File: config.mk
export PLATFORM = sky130hd
export DESIGN_NAME = tsc_regs
export DESIGN_NICKNAME = d
export VERILOG_FILES = /design/src/design/tsc_pkg.sv /design/src/design/tsc_regs.sv
export SDC_FILE = /design/constraint.sdc
export NUM_CORES = 1
export LEC_CHECK = 0
export BUFFER_PORTS_ARGS = -buffer_cell sky130_fd_sc_hd__buf_2
export CORE_ASPECT_RATIO = 0.8
export CORE_MARGIN = 4
export CORE_UTILIZATION = 25
export DETAILED_ROUTE_END_ITERATION = 16
export PLACE_DENSITY = 0.53
export SETUP_SLACK_MARGIN = 0.2
export SYNTH_ARGS = -nofsm -noshare
export SYNTH_HDL_FRONTEND = slang
export SYNTH_SLANG_ARGS = --single-unit
File: constraint.sdc
create_clock -name clk -period 3.6 [get_ports clk]
set_clock_uncertainty 0.05 [all_clocks]
set_input_delay 0.36 -clock clk [delete_from_list [all_inputs] [get_ports clk]]
set_output_delay 0.36 -clock clk [all_outputs]
set_load 0.1 [all_outputs]
File: src/design/tsc_pkg.sv
// Constants, field layouts and carrier types for the tile status and configuration bank.
package tsc_pkg;

  localparam int unsigned ADDR_W = 8;
  localparam int unsigned DATA_W = 32;

  // Register indices; the byte address on the bus is four times the index.
  localparam logic [7:0] IDX_BOOT_STATE = 8'h03;
  localparam logic [7:0] IDX_SECURITY = 8'h05;
  localparam logic [7:0] IDX_OSC_A = 8'h09;
  localparam logic [7:0] IDX_OSC_B = 8'h0A;
  localparam logic [7:0] IDX_MEM_SIZE = 8'h0C;
  localparam logic [7:0] IDX_DBG_SSR = 8'h10;
  localparam logic [7:0] ADDR_BOOT_STATE = 8'(IDX_BOOT_STATE * 4);
  localparam logic [7:0] ADDR_SECURITY = 8'(IDX_SECURITY * 4);
  localparam logic [7:0] ADDR_OSC_A = 8'(IDX_OSC_A * 4);
  localparam logic [7:0] ADDR_OSC_B = 8'(IDX_OSC_B * 4);
  localparam logic [7:0] ADDR_MEM_SIZE = 8'(IDX_MEM_SIZE * 4);
  localparam logic [7:0] ADDR_DBG_SSR = 8'(IDX_DBG_SSR * 4);

  // Boot status field positions.
  localparam int unsigned BOOT_PROC_LSB = 16;
  localparam int unsigned BOOT_OVERRIDE = 8;
  localparam int unsigned BOOT_CORE1_OFF = 5;
  localparam int unsigned BOOT_SKIP_POLL = 4;
  localparam int unsigned BOOT_FROM_RAM = 3;
  localparam int unsigned BOOT_FROM_JTAG = 2;
  localparam int unsigned BOOT_PLL_LSB = 0;

  // Security word field positions and the mask of its writable bits.
  localparam int unsigned SEC_WLOCK = 31;
  localparam int unsigned SEC_GDBG_OFF = 14;
  localparam int unsigned SEC_MASTER_LOCK = 12;
  localparam int unsigned SEC_SECTOR_LSB = 8;
  localparam int unsigned SEC_REDUNDANT = 7;
  localparam int unsigned SEC_SECURE_BOOT = 5;
  localparam int unsigned SEC_JTAG_CFG_OFF = 4;
  localparam int unsigned SEC_JTAG_OFF = 0;
  localparam logic [31:0] SEC_WR_MASK = 32'h8000_5FB1;

  // Oscillator count, memory size and saved status layouts.
  localparam int unsigned OSC_W = 16;
  localparam logic [31:0] MEM_SIZE_MASK = 32'hFFFF_FFFC;
  localparam logic [31:0] MEM_SIZE_DEFAULT = 32'h0004_0000;
  localparam int unsigned SSR_W = 11;
  localparam logic [31:0] SSR_WR_MASK = 32'h0000_07DF;

  // Avalon response codes.
  localparam logic [1:0] RESP_OKAY = 2'h0;
  localparam logic [1:0] RESP_DECERR = 2'h3;

  // Least reset pulse that the system must give.
  localparam int unsigned CLK_PERIOD_NS = 40;
  localparam int unsigned RST_MIN_NS = 100;
  localparam int unsigned RST_MIN_CYC = (RST_MIN_NS + CLK_PERIOD_NS - 1) / CLK_PERIOD_NS;

  typedef enum logic [1:0] {
    TSC_WAIT_LOCK = 2'b00,
    TSC_LOAD = 2'b01,
    TSC_RUN = 2'b10
  } tsc_boot_e;

  typedef struct packed {
    logic [7:0] proc_num;
    logic core1_off;
    logic skip_otp_poll;
    logic boot_ram;
    logic boot_jtag;
    logic [1:0] pll_mode;
  } tsc_straps_s;

  typedef struct packed {
    logic jtag_tap_en;
    logic jtag_cfg_en;
    logic global_debug_en;
    logic secure_boot;
    logic otp_redundancy;
    logic [3:0] sector_prog_en;
  } tsc_sec_ctrl_s;

endpackage

File: src/design/tsc_regs.sv
// Tile status and configuration register bank with an Avalon-MM slave port.
`timescale 1ns/1ns

module tsc_regs #(
  parameter logic [31:0] RAM_BYTES = tsc_pkg::MEM_SIZE_DEFAULT
) (
  input wire logic clk,
  input wire logic rstn,
  input wire logic por_n,
  input wire logic [tsc_pkg::ADDR_W-1:0] avs_address,
  input wire logic avs_read,
  input wire logic avs_write,
  input wire logic [tsc_pkg::DATA_W-1:0] avs_writedata,
  input wire logic [3:0] avs_byteenable,
  output logic [tsc_pkg::DATA_W-1:0] avs_readdata,
  output logic [1:0] avs_response,
  output logic avs_waitrequest,
  input wire logic pll_lock,
  input wire tsc_pkg::tsc_straps_s straps,
  input wire logic [31:0] otp_security_word,
  input wire logic [1:0] osc_tick,
  input wire logic dbg_enter,
  input wire logic [tsc_pkg::SSR_W-1:0] saved_status_word,
  input wire logic jtag_cfg_req,
  output logic jtag_cfg_grant,
  output tsc_pkg::tsc_sec_ctrl_s sec_ctrl,
  output logic boot_go,
  output logic boot_from_otp,
  output logic booted
);

  tsc_pkg::tsc_boot_e state;
  tsc_pkg::tsc_boot_e next_state;
  logic lock_meta;
  logic lock_sync;
  tsc_pkg::tsc_straps_s straps_meta;
  tsc_pkg::tsc_straps_s straps_sync;
  tsc_pkg::tsc_straps_s straps_held;
  logic [1:0] tick_meta;
  logic [1:0] tick_sync;
  logic [1:0] tick_prev;
  logic [tsc_pkg::OSC_W-1:0] osc_a;
  logic [tsc_pkg::OSC_W-1:0] osc_b;
  logic [31:0] security;
  logic [31:0] dbg_ssr;
  logic ack;
  logic [31:0] next_readdata;
  logic next_hit;
  logic wr_take;

  // Applies the byte enables to the write data and keeps old bytes elsewhere.
  function automatic logic [31:0] merge_bytes(input logic [31:0] old_v, input logic [31:0] new_v,
                                              input logic [3:0] be);
    logic [31:0] r;
    r = old_v;
    for (int i = 0; i < 4; i++) begin
      if (be[i]) begin
        r[i*8 +: 8] = new_v[i*8 +: 8];
      end
    end
    return r;
  endfunction

  // Replaces only the bits under a mask, so reserved bits keep their zero.
  function automatic logic [31:0] masked_update(input logic [31:0] old_v, input logic [31:0] new_v,
                                                input logic [31:0] mask);
    return (old_v & ~mask) | (new_v & mask);
  endfunction

  // Pins and the lock indicator arrive from outside the clock domain.
  always_ff @(posedge clk or negedge rstn) begin
    if (!rstn) begin
      lock_meta <= 1'b0;
      lock_sync <= 1'b0;
    end else begin
      lock_meta <= pll_lock;
      lock_sync <= lock_meta;
    end
  end

  always_ff @(posedge clk or negedge rstn) begin
    if (!rstn) begin
      straps_meta <= '0;
      straps_sync <= '0;
    end else begin
      straps_meta <= straps;
      straps_sync <= straps_meta;
    end
  end

  always_comb begin
    next_state = state;
    unique case (state)
      tsc_pkg::TSC_WAIT_LOCK: begin
        if (lock_sync) begin
          next_state = tsc_pkg::TSC_LOAD;
        end
      end
      tsc_pkg::TSC_LOAD: begin
        next_state = tsc_pkg::TSC_RUN;
      end
      tsc_pkg::TSC_RUN: begin
        next_state = tsc_pkg::TSC_RUN;
      end
      default: begin
        next_state = tsc_pkg::TSC_WAIT_LOCK;
      end
    endcase
  end

  always_ff @(posedge clk or negedge rstn) begin
    if (!rstn) begin
      state <= tsc_pkg::TSC_WAIT_LOCK;
    end else begin
      state <= next_state;
    end
  end

  always_ff @(posedge clk or negedge rstn) begin
    if (!rstn) begin
      boot_go <= 1'b0;
      booted <= 1'b0;
    end else begin
      boot_go <= (state == tsc_pkg::TSC_LOAD);
      booted <= (state == tsc_pkg::TSC_LOAD) || booted;
    end
  end

  // Straps are caught after release, once the clock is known good.
  always_ff @(posedge clk or negedge rstn) begin
    if (!rstn) begin
      straps_held <= '0;
    end else if (state == tsc_pkg::TSC_LOAD) begin
      straps_held <= straps_sync;
    end
  end

  // Bus handshake: one wait cycle, so read data are registered and stand when taken.
  assign wr_take = ack && avs_write;
  assign avs_waitrequest = !ack;

  always_ff @(posedge clk or negedge rstn) begin
    if (!rstn) begin
      ack <= 1'b0;
    end else begin
      ack <= (avs_read || avs_write) && !ack;
    end
  end

  // Load from OTP, then software writes.
  always_ff @(posedge clk or negedge rstn) begin
    if (!rstn) begin
      security <= '0;
    end else if (state == tsc_pkg::TSC_LOAD) begin
      security <= otp_security_word & tsc_pkg::SEC_WR_MASK;
    end else if (wr_take && avs_address == tsc_pkg::ADDR_SECURITY &&
                 !security[tsc_pkg::SEC_WLOCK]) begin
      security <= masked_update(security, merge_bytes(security, avs_writedata, avs_byteenable),
                                tsc_pkg::SEC_WR_MASK);
    end
  end

  assign sec_ctrl.jtag_tap_en = !security[tsc_pkg::SEC_JTAG_OFF];
  assign sec_ctrl.jtag_cfg_en = !security[tsc_pkg::SEC_JTAG_CFG_OFF];
  assign jtag_cfg_grant = jtag_cfg_req && !security[tsc_pkg::SEC_JTAG_CFG_OFF];
  assign sec_ctrl.global_debug_en = !security[tsc_pkg::SEC_GDBG_OFF];
  assign sec_ctrl.secure_boot = security[tsc_pkg::SEC_SECURE_BOOT];
  assign boot_from_otp = security[tsc_pkg::SEC_SECURE_BOOT];
  assign sec_ctrl.otp_redundancy = security[tsc_pkg::SEC_REDUNDANT];
  assign sec_ctrl.sector_prog_en = ~(security[tsc_pkg::SEC_SECTOR_LSB +: 4] |
                                     {4{security[tsc_pkg::SEC_MASTER_LOCK]}});

  // Oscillator edges are synchronised; the edge detector compares the second stage with its delayed copy.
  always_ff @(posedge clk or negedge por_n) begin
    if (!por_n) begin
      tick_meta <= '0;
      tick_sync <= '0;
      tick_prev <= '0;
    end else begin
      tick_meta <= osc_tick;
      tick_sync <= tick_meta;
      tick_prev <= tick_sync;
    end
  end

  // Counts use the power-on reset only, so a system reset leaves them.
  always_ff @(posedge clk or negedge por_n) begin
    if (!por_n) begin
      osc_a <= '0;
    end else if (tick_sync[0] && !tick_prev[0]) begin
      osc_a <= osc_a + 1'b1;
    end
  end

  always_ff @(posedge clk or negedge por_n) begin
    if (!por_n) begin
      osc_b <= '0;
    end else if (tick_sync[1] && !tick_prev[1]) begin
      osc_b <= osc_b + 1'b1;
    end
  end

  // Capture on entry; the capture wins over a write in the same cycle.
  always_ff @(posedge clk or negedge rstn) begin
    if (!rstn) begin
      dbg_ssr <= '0;
    end else if (dbg_enter) begin
      dbg_ssr <= {21'h00_0000, saved_status_word} & tsc_pkg::SSR_WR_MASK;
    end else if (wr_take && avs_address == tsc_pkg::ADDR_DBG_SSR) begin
      dbg_ssr <= masked_update(dbg_ssr, merge_bytes(dbg_ssr, avs_writedata, avs_byteenable),
                               tsc_pkg::SSR_WR_MASK);
    end
  end

  // Read decode; unmapped addresses read zero with a decode error.
  always_comb begin
    next_readdata = '0;
    next_hit = 1'b1;
    unique case (avs_address)
      tsc_pkg::ADDR_BOOT_STATE: begin
        next_readdata[tsc_pkg::BOOT_PROC_LSB +: 8] = straps_held.proc_num;
        next_readdata[tsc_pkg::BOOT_OVERRIDE] = security[tsc_pkg::SEC_SECURE_BOOT];
        next_readdata[tsc_pkg::BOOT_CORE1_OFF] = straps_held.core1_off;
        next_readdata[tsc_pkg::BOOT_SKIP_POLL] = straps_held.skip_otp_poll;
        next_readdata[tsc_pkg::BOOT_FROM_RAM] = straps_held.boot_ram;
        next_readdata[tsc_pkg::BOOT_FROM_JTAG] = straps_held.boot_jtag;
        next_readdata[tsc_pkg::BOOT_PLL_LSB +: 2] = straps_held.pll_mode;
      end
      tsc_pkg::ADDR_SECURITY: begin
        next_readdata = security;
      end
      tsc_pkg::ADDR_OSC_A: begin
        next_readdata[tsc_pkg::OSC_W-1:0] = osc_a;
      end
      tsc_pkg::ADDR_OSC_B: begin
        next_readdata[tsc_pkg::OSC_W-1:0] = osc_b;
      end
      tsc_pkg::ADDR_MEM_SIZE: begin
        next_readdata = RAM_BYTES & tsc_pkg::MEM_SIZE_MASK;
      end
      tsc_pkg::ADDR_DBG_SSR: begin
        next_readdata = dbg_ssr;
      end
      default: begin
        next_hit = 1'b0;
      end
    endcase
  end

  always_ff @(posedge clk or negedge rstn) begin
    if (!rstn) begin
      avs_readdata <= '0;
      avs_response <= tsc_pkg::RESP_OKAY;
    end else if ((avs_read || avs_write) && !ack) begin
      avs_readdata <= avs_read ? next_readdata : '0;
      avs_response <= next_hit ? tsc_pkg::RESP_OKAY : tsc_pkg::RESP_DECERR;
    end
  end

endmodule

**After elaboration in Yosys (flattened, before gate mapping)**

Cells that the tools add are included.

- Flip-flop bits (word level): 185
- Output and inout port bits: 48
- Logic and storage cells: 100

- Add/sub/neg operators: 2
- Eq/ne operators: 9
- Multiplexer cells: 30
- Bitwise gates (word level): 4
- Reduce and logical (&&, ||, !) cells: 22

Operators with widths:

| cell | number |
|---|---|
| $mux W32 | 5 |
| $mux W8 | 9 |
| $add A16 B1 Y16 const B | 2 |
| $or A31 B32 Y32 | 1 |
| $or A32 B11 Y32 | 1 |
| $pmux W8 S4 | 1 |
| $pmux W6 S5 | 1 |
| $pmux W7 S4 | 1 |
| $eq A8 B6 Y1 const B | 3 |
| $mux W7 | 3 |
| $pmux W8 S2 | 1 |
| $mux W3 | 3 |
| $eq A8 B4 Y1 const B | 1 |
| $eq A8 B5 Y1 const B | 1 |
| $eq A8 B7 Y1 const B | 1 |
| $logic_and A1 B1 Y1 | 8 |
| $pmux W2 S4 | 1 |
| $logic_not A1 Y1 | 7 |
| $reduce_or A6 Y1 | 1 |
| $pmux W1 S5 | 1 |
| $mux W2 | 2 |
| $not A4 Y4 | 1 |
| $or A4 B4 Y4 | 1 |
| $pmux W2 S2 | 1 |
| 8 further kinds | 10 |

**Logic depth before layout (Yosys ltp)**

Gate-level depths: netlist of run 1.

- Depth in word-level cells: 8
- Mapped depth: 7
- Mapped depth without buffers: 5

**Worst setup path before layout of run 1**

No wires, ideal clock.

- Path type: input-to-reg
- Start point: input avs_address[1] in the netlist's numbering
- End point: register security[10]
- Setup time: 0.125 ns
- Arrival: 2.033 ns
- Required time: 3.425 ns
- Path slack: 1.392 ns
- Cell stages on the path: 5
- Path buffers: 1
- Cells stage by stage: or4b_1 > buf_6 > nor4b_4 > mux2_1 > mux2_2

- Cells in the longest elaborated chain, start to end: 4

Ends and longest elaborated chain:

| element | line | RTL |
|---|---|---|
| start: declaration | tsc_regs.sv:10 | `input wire logic [tsc_pkg::ADDR_W-1:0] avs_address,` |
| $eq A8 B5 Y1 | tsc_regs.sv:156 | `end else if (wr_take && avs_address == tsc_pkg::ADDR_SECURITY &&` |
| $logic_and A1 B1 Y1 (2 in a row) | tsc_regs.sv:156 |  |
| $reduce_bool A2 Y1 (no line) | - |  |
| end signal: assignment | tsc_regs.sv:155 | `security <= otp_security_word & tsc_pkg::SEC_WR_MASK;` |
| end signal: assignment | tsc_regs.sv:158 | `security <= masked_update(security, merge_bytes(security, avs_writedata, avs_byteenable),` |
| end: declaration | tsc_regs.sv:44 | `logic [31:0] security;` |

Every way passes these cells.
A chain may end at the register's enable or synchronous reset.

**Worst setup path in the final report of run 1**

- Start point: input avs_address[1] in the netlist's numbering
- End point: register avs_readdata[14] in the netlist's numbering

- Cells in the longest elaborated chain, start to end: 3
- Elaborated cells between the ends (all ways): 6

Ends and longest elaborated chain:

| element | line | RTL |
|---|---|---|
| $eq A8 B7 Y1, or another cell as far along | tsc_regs.sv:219 | `unique case (avs_address)` |
| $pmux W7 S4 (*) | tsc_regs.sv:219 |  |
| $mux W32 (*) | tsc_regs.sv:255 | `avs_readdata <= avs_read ? next_readdata : '0;` |
| end signal: assignment | tsc_regs.sv:255 |  |
| end: declaration | tsc_regs.sv:15 | `output logic [tsc_pkg::DATA_W-1:0] avs_readdata,` |

Mark *: on every way between the ends. The rest lies on a longest branch, timed or not.

==> summary.md, run 1 <==
| Metric | Value |
|---|---|
| Post-detailed-route via-to-cell ratio | 4.58 |
| Ordered cell list for the critical path | buf_2 -> or4b_1 -> nor3_1 -> o311a_1 -> a221o_1 |
| Worst path setup slack after routing | 1.43 ns |
| Register area share after synthesis | 0.591 |
| DRT Pass-1 Iters | 5 |
| Global-route wire length before repair | 24100 µm |
| Final cell count without fillers | 907 |
| Final hold violation count | 10 |
| Number of DRC violations after detailed-routing iteration 0 | 295 |
| Die width | 177 µm |
| Initial antenna violation count | 3 |
| Maximum buffer depth of the clock tree | 2 |
| Fin Setup TNS | 0 ns |
| Most used cells in the layout excluding fill and tap cells | 135 x sky130_fd_sc_hd__dfrtp_1, 117 x sky130_fd_sc_hd__buf_2, 32 x sky130_fd_sc_hd__nand2_1 |
| Via count of the first global-routing pass | 4289 |
| DIE AREA | 0.0254 mm² |
| Worst Hold Margin | -0.0188 ns |
| Logic depth of the worst register-to-register path | 4 |
| Core Region | 0.0225 mm² |
| Total Nets Final | 704 |
| Leakage power | 0.00350 µW |
| Routed wire per std cell | 17.0 µm |
| # port buffers | 118 |
| Net count after synthesis | 577 |
| Initial cell density of the core | 0.254 |
| Post-place setup slack | 0.968 ns |
| Clock Root Buffer | sky130_fd_sc_hd__clkbuf_16 |
| Most frequently used flop master after synthesis | sky130_fd_sc_hd__dfrtp_1 |
| Cell type of the slowest stage on the worst timing path | sky130_fd_sc_hd__or4b_1 |
| Critical Path Source Type | primary input |
| Worst VDD drop | 0.330 mV |
| Netlist cell types | 48 |
| Final clock period utilization by the worst path | 0.602 |
| Number of setup violations in the final report | 0 |
| Number of nets with antenna violations after detailed routing | 0 |
| Worst Path Required | 3.90 ns |
| Wire length after detailed routing | 15400 µm |
| Number of maximum-capacitance constraint violations | 0 |
| Unrepaired setup endpoints after global routing | false |
| R2R Path End | security[0] |
| Maximum level of the CTS H-tree | 4 |
| Run status | finished, violations left |
| Clock sink total | 135 |
| Max Fclk | 0.461 GHz |
| Sort of element at the end of the critical path | register |
| Floorplan die height | 143 µm |
| Startpoint of the worst register-to-register path | ack |
| Type of the most critical hold path | in2async |
| Via count | 4150 |
| Post-Syn Area per Cell | 12.4 µm² |
| Proportion of register bits with asynchronous set or reset after synthesis | 1.00 |
| Post-route minimum period | 2.17 ns |
| DRC viols | 0 |
| Overall routing resource usage | 0.123 |
| Maximum fanout along the worst path | 7 |
| End-of-flow core utilization | 0.325 |
| Pin slew with the least headroom to its limit | 0.893 ns |
| Max transition margin | 0.405 |
| Number of primary I/O pins | 159 |
| Register-to-register setup slack | 1.68 ns |
| Overflow after GRT | 0 |
| Arrival time at the worst endpoint | 2.47 ns |
| Std cell rows | 49 |
| Worst-Skew Late Latency | 0.42 ns |
| Final weighted congestion in routability-driven placement | 0.804 |
| Synth Warn # | 0 |
| Post-Synthesis Cell Area | 0.00571 mm² |
| Inserted Clock Buffers | 17 |
| Layout cells sized above 1 | 0.316 |
| Total count of max-transition violations in the final report | 0 |
| Count of placed standard cells including taps | 859 |
| Number of enable flip-flop cells after synthesis | 0 |
| Largest stage delay, worst path | 0.72 ns |
| Violations in the final reports | hold timing |
| TritonCTS clock tree | yes |
| Most common library cell in the layout ignoring fill and taps | sky130_fd_sc_hd__dfrtp_1 |
| Power density relative to cell area | 695 mW/mm² |
| Clock-pin slew of the registers on the worst-case setup and hold paths | 0.07 ns |
| DPL Wire Length | 11600 µm |
| Largest net degree at the start of global routing | 71 |
| Power, Total | 5090 µW |
| Synthesis-to-finish area growth | 28.0% |
| Yosys reg bits | 135 |
| Type of the setup path with the least slack | in2reg |
| # Post-CTS Setup Buffers | 0 |
| Diode count | 0 |
| Cell count after synthesis | 461 |
-- state kept, by name (all words and copies together) (netlist names), 2 cells and up --
register,cells
avs_readdata,26
osc_a,16
osc_b,16
straps_held,14
straps_meta,14
straps_sync,14
security,11
dbg_ssr,10
state,2
tick_meta,2
tick_prev,2
tick_sync,2
-- area by class of cell --
cell class                      instances  area [µm²]
Tap cell                              306         383
Clock inverter                         15         155
Timing Repair Buffer                  140         798
Fill cell                            2302       15200
Inverter                               13        48.8
Clock buffer                           17         425
Sequential cell                       135        3380
Multi-Input combinational cell        281        2130
-- logic make-up (layout without fill, tap and decap cells) --
kind of cell / after synthesis / after routing / synth area share
buf+inv: 45 / 185 / 0.0372
compound gates: 78 / 78 / 0.103
fa+ha+maj: 5 / 5 / 0.0109
simple gates: 122 / 122 / 0.123
xor+xnor: 30 / 30 / 0.0460
flops: 135 / 135 / 0.591
mux: 46 / 46 / 0.0885
-- layer usage --
metal	vias to the layer above	global-route usage	wire [µm]
li1	1919	-	-
met1	2067	0.178	7430
met2	135	0.184	6760
met3	23	0.0355	964
met4	6	0.0273	191
met5	-	0	43
-- power by group --
group	total (µW)	switching [µW]	leakage, µW	internal (µW)
sequential	2030	250	0.00169	1780
combinational	1350	927	0.00152	428
clock	1700	771	0.000288	927
total	5090	1950	0.00350	3140
-- worst max-delay path, delay by kind of cell --
kind,cells,cell delay (ns)
simple gates,2,1.43
compound gates,2,0.56
buf+inv,1,0.12
-- how the worst max path moves through the flow --
| stage | startpoint | endpoint | slack (ns) | depth (start not counted) |
|---|---|---|---|---|
| after detailed placement | avs_address[1] | security[12] | 0.97 | 5 |
| after global routing | avs_address[5] | avs_readdata[2] | 1.30 | 5 |
| final | avs_address[1] | avs_readdata[14] | 1.43 | 5 |
| after floorplan | avs_address[1] | security[10] | 1.39 | 5 |
| after global placement | avs_address[1] | security[14] | 1.01 | 5 |
| after CTS | avs_address[1] | security[12] | 1.42 | 5 |
-- cells in the mapped netlist, types with 2 or more instances --
cell type | n | area, µm²
sky130_fd_sc_hd__or4b_1 | 2 | 20.0
sky130_fd_sc_hd__a221o_1 | 6 | 60.1
sky130_fd_sc_hd__inv_1 | 13 | 48.8
sky130_fd_sc_hd__and3b_1 | 2 | 17.5
sky130_fd_sc_hd__mux2i_1 | 10 | 100
sky130_fd_sc_hd__o211a_1 | 2 | 20.0
sky130_fd_sc_hd__nand4_1 | 9 | 56.3
sky130_fd_sc_hd__buf_4 | 9 | 67.6
sky130_fd_sc_hd__nor4b_1 | 4 | 35.0
sky130_fd_sc_hd__xnor2_1 | 17 | 149
sky130_fd_sc_hd__dfrtp_1 | 135 | 3380
sky130_fd_sc_hd__and4_1 | 2 | 17.5
sky130_fd_sc_hd__a22oi_1 | 3 | 22.5
sky130_fd_sc_hd__a2111oi_0 | 2 | 17.5
sky130_fd_sc_hd__nand2_1 | 32 | 120
sky130_fd_sc_hd__ha_1 | 5 | 62.6
sky130_fd_sc_hd__a222oi_1 | 6 | 60.1
sky130_fd_sc_hd__xor2_1 | 13 | 114
sky130_fd_sc_hd__and2_1 | 5 | 31.3
sky130_fd_sc_hd__nor4_1 | 3 | 18.8
sky130_fd_sc_hd__nand3_1 | 12 | 60.1
sky130_fd_sc_hd__a22o_1 | 25 | 219
sky130_fd_sc_hd__nor2_1 | 11 | 41.3
sky130_fd_sc_hd__mux2_1 | 6 | 67.6
sky130_fd_sc_hd__nand3b_1 | 4 | 30.0
sky130_fd_sc_hd__nor3_1 | 9 | 45.0
sky130_fd_sc_hd__o21ai_0 | 27 | 135
sky130_fd_sc_hd__and3_1 | 12 | 75.1
sky130_fd_sc_hd__buf_2 | 2 | 10.0
sky130_fd_sc_hd__mux2_2 | 30 | 338
sky130_fd_sc_hd__clkbuf_1 | 19 | 71.3
sky130_fd_sc_hd__nor2b_1 | 8 | 50.1
-- per-stage QoR --
step                      cell area, µm²  hold WS, ns
after floorplan                     5710       0.0144
final                               7320      -0.0188
after global placement              6580        0.285
after CTS                           7320      0.00901
after global routing                7320      0.00849
after detailed placement            6580        0.285
-- timing repair --
action	in CTS	in global routing
resized for setup	0	0
endpoints found under the setup margin	0	0
hold buffers	16	0
endpoints found under the hold margin	16	0
(Power assumes the default switching activity.)
==> inputs of run 2 (changes only) <==
--- a/config.mk
+++ b/config.mk
@@ -10,7 +10,7 @@
 export CORE_MARGIN = 4
 export CORE_UTILIZATION = 25
 export DETAILED_ROUTE_END_ITERATION = 16
-export PLACE_DENSITY = 0.53
+export PLACE_DENSITY = 0.55
 export SETUP_SLACK_MARGIN = 0.2
 export SYNTH_ARGS = -nofsm -noshare
 export SYNTH_HDL_FRONTEND = slang
==> constraint.sdc (replaced) <==
create_clock -name clk -period 1.9 [get_ports clk]
set_clock_uncertainty 0.05 [all_clocks]
set_input_delay 0.19 -clock clk [delete_from_list [all_inputs] [get_ports clk]]
set_output_delay 0.19 -clock clk [all_outputs]
set_load 0.1 [all_outputs]
==> run 2 against run 1 <==
  * The run now ends clean
  * Worst hold slack better by 0.044 ns
  * Utilization up 3.3 points
  * Final cell count up 7.6%
  * Critical path type is now reg2reg
  * Critical endpoint is now security[11]
  * Largest power group unchanged
==> summary.md, run 2 (synthesis results as in run 1) <==
| Metric | Value |
|---|---|
| Max Fclk | 0.573 GHz |
| Maximum buffer depth of the clock tree | 2 |
| Number of maximum-capacitance constraint violations | 0 |
| Clock sink total | 135 |
| Number of primary I/O pins | 159 |
| Placement Cell Area | 0.00695 mm² |
| Worst VDD drop | 0.747 mV |
| Core Region | 0.0225 mm² |
| Most used cells in the layout excluding fill and tap cells | 134 x sky130_fd_sc_hd__dfrtp_1, 111 x sky130_fd_sc_hd__buf_2, 53 x sky130_fd_sc_hd__buf_4 |
| Critical Path Source Type | register |
| Total count of max-transition violations in the final report | 0 |
| Inserted Clock Buffers | 17 |
| Cell Int Power | 6310 µW |
| Fin Setup TNS | 0 ns |
| Total Nets Final | 773 |
| Post-place setup slack | -0.187 ns |
| Worst-Skew Late Latency | 0.42 ns |
| DPL Wire Length | 11900 µm |
| Unrepaired setup endpoints after global routing | true |
| TritonCTS clock tree | yes |
| Final hold violation count | 0 |
| Arrival time at the worst endpoint | 2.00 ns |
| Number of nets with antenna violations after detailed routing | 0 |
| Share of total power in the clock network | 0.324 |
| Clock-pin slew of the registers on the worst-case setup and hold paths | 0.06 ns |
| Switching power | 3720 µW |
| Initial antenna violation count | 0 |
| Maximum fanout along the worst path | 6 |
| Type of the most critical hold path | in2reg |
| Max FFs per register | 26 |
| Via count of the first global-routing pass | 4317 |
| Power share of the combinational group | 0.289 |
| Routed wire per std cell | 16.5 µm |
| Proportion of power drawn by flip-flops and latches | 0.387 |
| Count of placed standard cells including taps | 900 |
| Final clock period utilization by the worst path | 0.919 |
| Diode count | 0 |
| Most common library cell in the layout ignoring fill and taps | sky130_fd_sc_hd__dfrtp_1 |
| Final design instance area without fill | 0.00806 mm² |
| Leakage power | 0.00388 µW |
| DRC viols | 0 |
| Wire length after detailed routing | 16100 µm |
| Sort of element at the end of the critical path | register |
| Pin slew with the least headroom to its limit | 0.537 ns |
| Largest Register | avs_readdata |
| Worst path setup slack after routing | 0.154 ns |
| Largest registers | avs_readdata: 26 flops, osc_a: 16 flops, osc_b: 16 flops |
| Via count | 4282 |
| Type of the setup path with the least slack | reg2reg |
| Std cell rows | 49 |
| Maximum level of the CTS H-tree | 4 |
| Synthesis-to-finish area growth | 41.1% |
| Overall routing resource usage | 0.128 |
| Run status | finished clean |
| Final cell count without fillers | 976 |
| DIE AREA | 0.0254 mm² |
| Global-route wire length before repair | 24700 µm |
| Post-detailed-route via-to-cell ratio | 4.39 |
| Worst Path Required | 2.15 ns |
| Floorplan die height | 143 µm |
| Number of DRC violations after detailed-routing iteration 0 | 311 |
| Overflow after GRT | 0 |
| Number of setup violations in the final report | 0 |
| Max transition margin | 0.642 |
| Layout cells sized above 1 | 0.381 |
| Final weighted congestion in routability-driven placement | 0.803 |
| Register-to-register setup slack | 0.15 ns |
| Power density relative to cell area | 1240 mW/mm² |
| Largest net degree at the start of global routing | 39 |
| Initial cell density of the core | 0.254 |
| Die width | 177 µm |
| Proportion of total power due to net switching | 0.371 |
| Post-route minimum period | 1.75 ns |
| # port buffers | 118 |
| Clock Root Buffer | sky130_fd_sc_hd__clkbuf_16 |
| DRT Pass-1 Iters | 4 |
run 2: cell count changes in the layout (fill, tap and decap cells not counted), moves of 5 or more:
| cell | previous run | this run |
|---|---|---|
| sky130_fd_sc_hd__dlygate4sd3_1 | 16 | 41 |
| sky130_fd_sc_hd__mux2_1 | 6 | 1 |
| sky130_fd_sc_hd__mux2_2 | 30 | 20 |
| sky130_fd_sc_hd__clkinvlp_4 | 0 | 5 |
| sky130_fd_sc_hd__buf_2 | 117 | 111 |
| sky130_fd_sc_hd__mux2_4 | 0 | 15 |
| sky130_fd_sc_hd__buf_4 | 7 | 53 |
run 2: cell type report:
class / count / area, µm²
fill: 2230 / 14400
inverter: 13 / 52.6
multi-input combinational: 281 / 2240
timing repair buffer: 209 / 1430
clock inverter: 15 / 155
tap: 306 / 383
clock buffer: 17 / 425
sequential: 135 / 3380
run 2: routing by layer:
metal,track usage,share of wire,vias up,wire length [µm]
li1,-,-,2057,-
met1,0.193,0.51,2101,8230
met2,0.185,0.43,112,6920
met3,0.0355,0.054,12,870
met4,0.0269,0.0075,0,121
met5,0,0,-,0
run 2: stage by stage:
stage,util,hold slack [ns],power (µW)
global placement,0.309,0.146,6560
finish,0.358,0.0256,10000
floorplan,-,-0.156,5880
global route,0.358,0.0487,10500
CTS,0.356,0.00276,10100
detailed placement,0.309,0.148,6580
run 2: power groups by stage:
stage / registers, µW / logic (µW) / clock network, µW
final: 3880 / 2900 / 3250
after global routing: 3940 / 3090 / 3480
after CTS: 3870 / 2900 / 3340
after detailed placement: 3920 / 2660 / 0
after global placement: 3910 / 2640 / 0
after floorplan: 3990 / 1890 / 0
run 2: critical path, cell delays in order (launching register included):
cell	delay [ns]
sky130_fd_sc_hd__dfrtp_1	0.40
sky130_fd_sc_hd__and3_4	0.23
sky130_fd_sc_hd__nor4b_4	0.20
sky130_fd_sc_hd__buf_6	0.17
sky130_fd_sc_hd__mux2_1	0.31
sky130_fd_sc_hd__mux2_2	0.26
run 2: final timing paths:
| path | startpoint | endpoint | cells past startpoint |
|---|---|---|---|
| worst min-delay path | avs_writedata[1] | dbg_ssr[1] | 3 |
| worst min register to register | straps_meta[12] | straps_sync[12] | 0 |
| worst max-delay path | ack | security[11] | 5 |
| max in group asynchronous | rstn | state[0] | 3 |
| worst max register to register | ack | security[11] | 5 |
| min in group asynchronous | rstn | straps_meta[9] | 2 |
run 2: timing repair:
| item | 4_1_cts | 5_1_grt |
|---|---|---|
| resized for setup | 23 | 5 |
| pin swaps | 0 | 4 |
| endpoints found under the hold margin | 110 | 0 |
| setup endpoints to repair | 16 | 13 |
| hold buffers | 41 | 0 |
| buffers inserted | 0 | 3 |
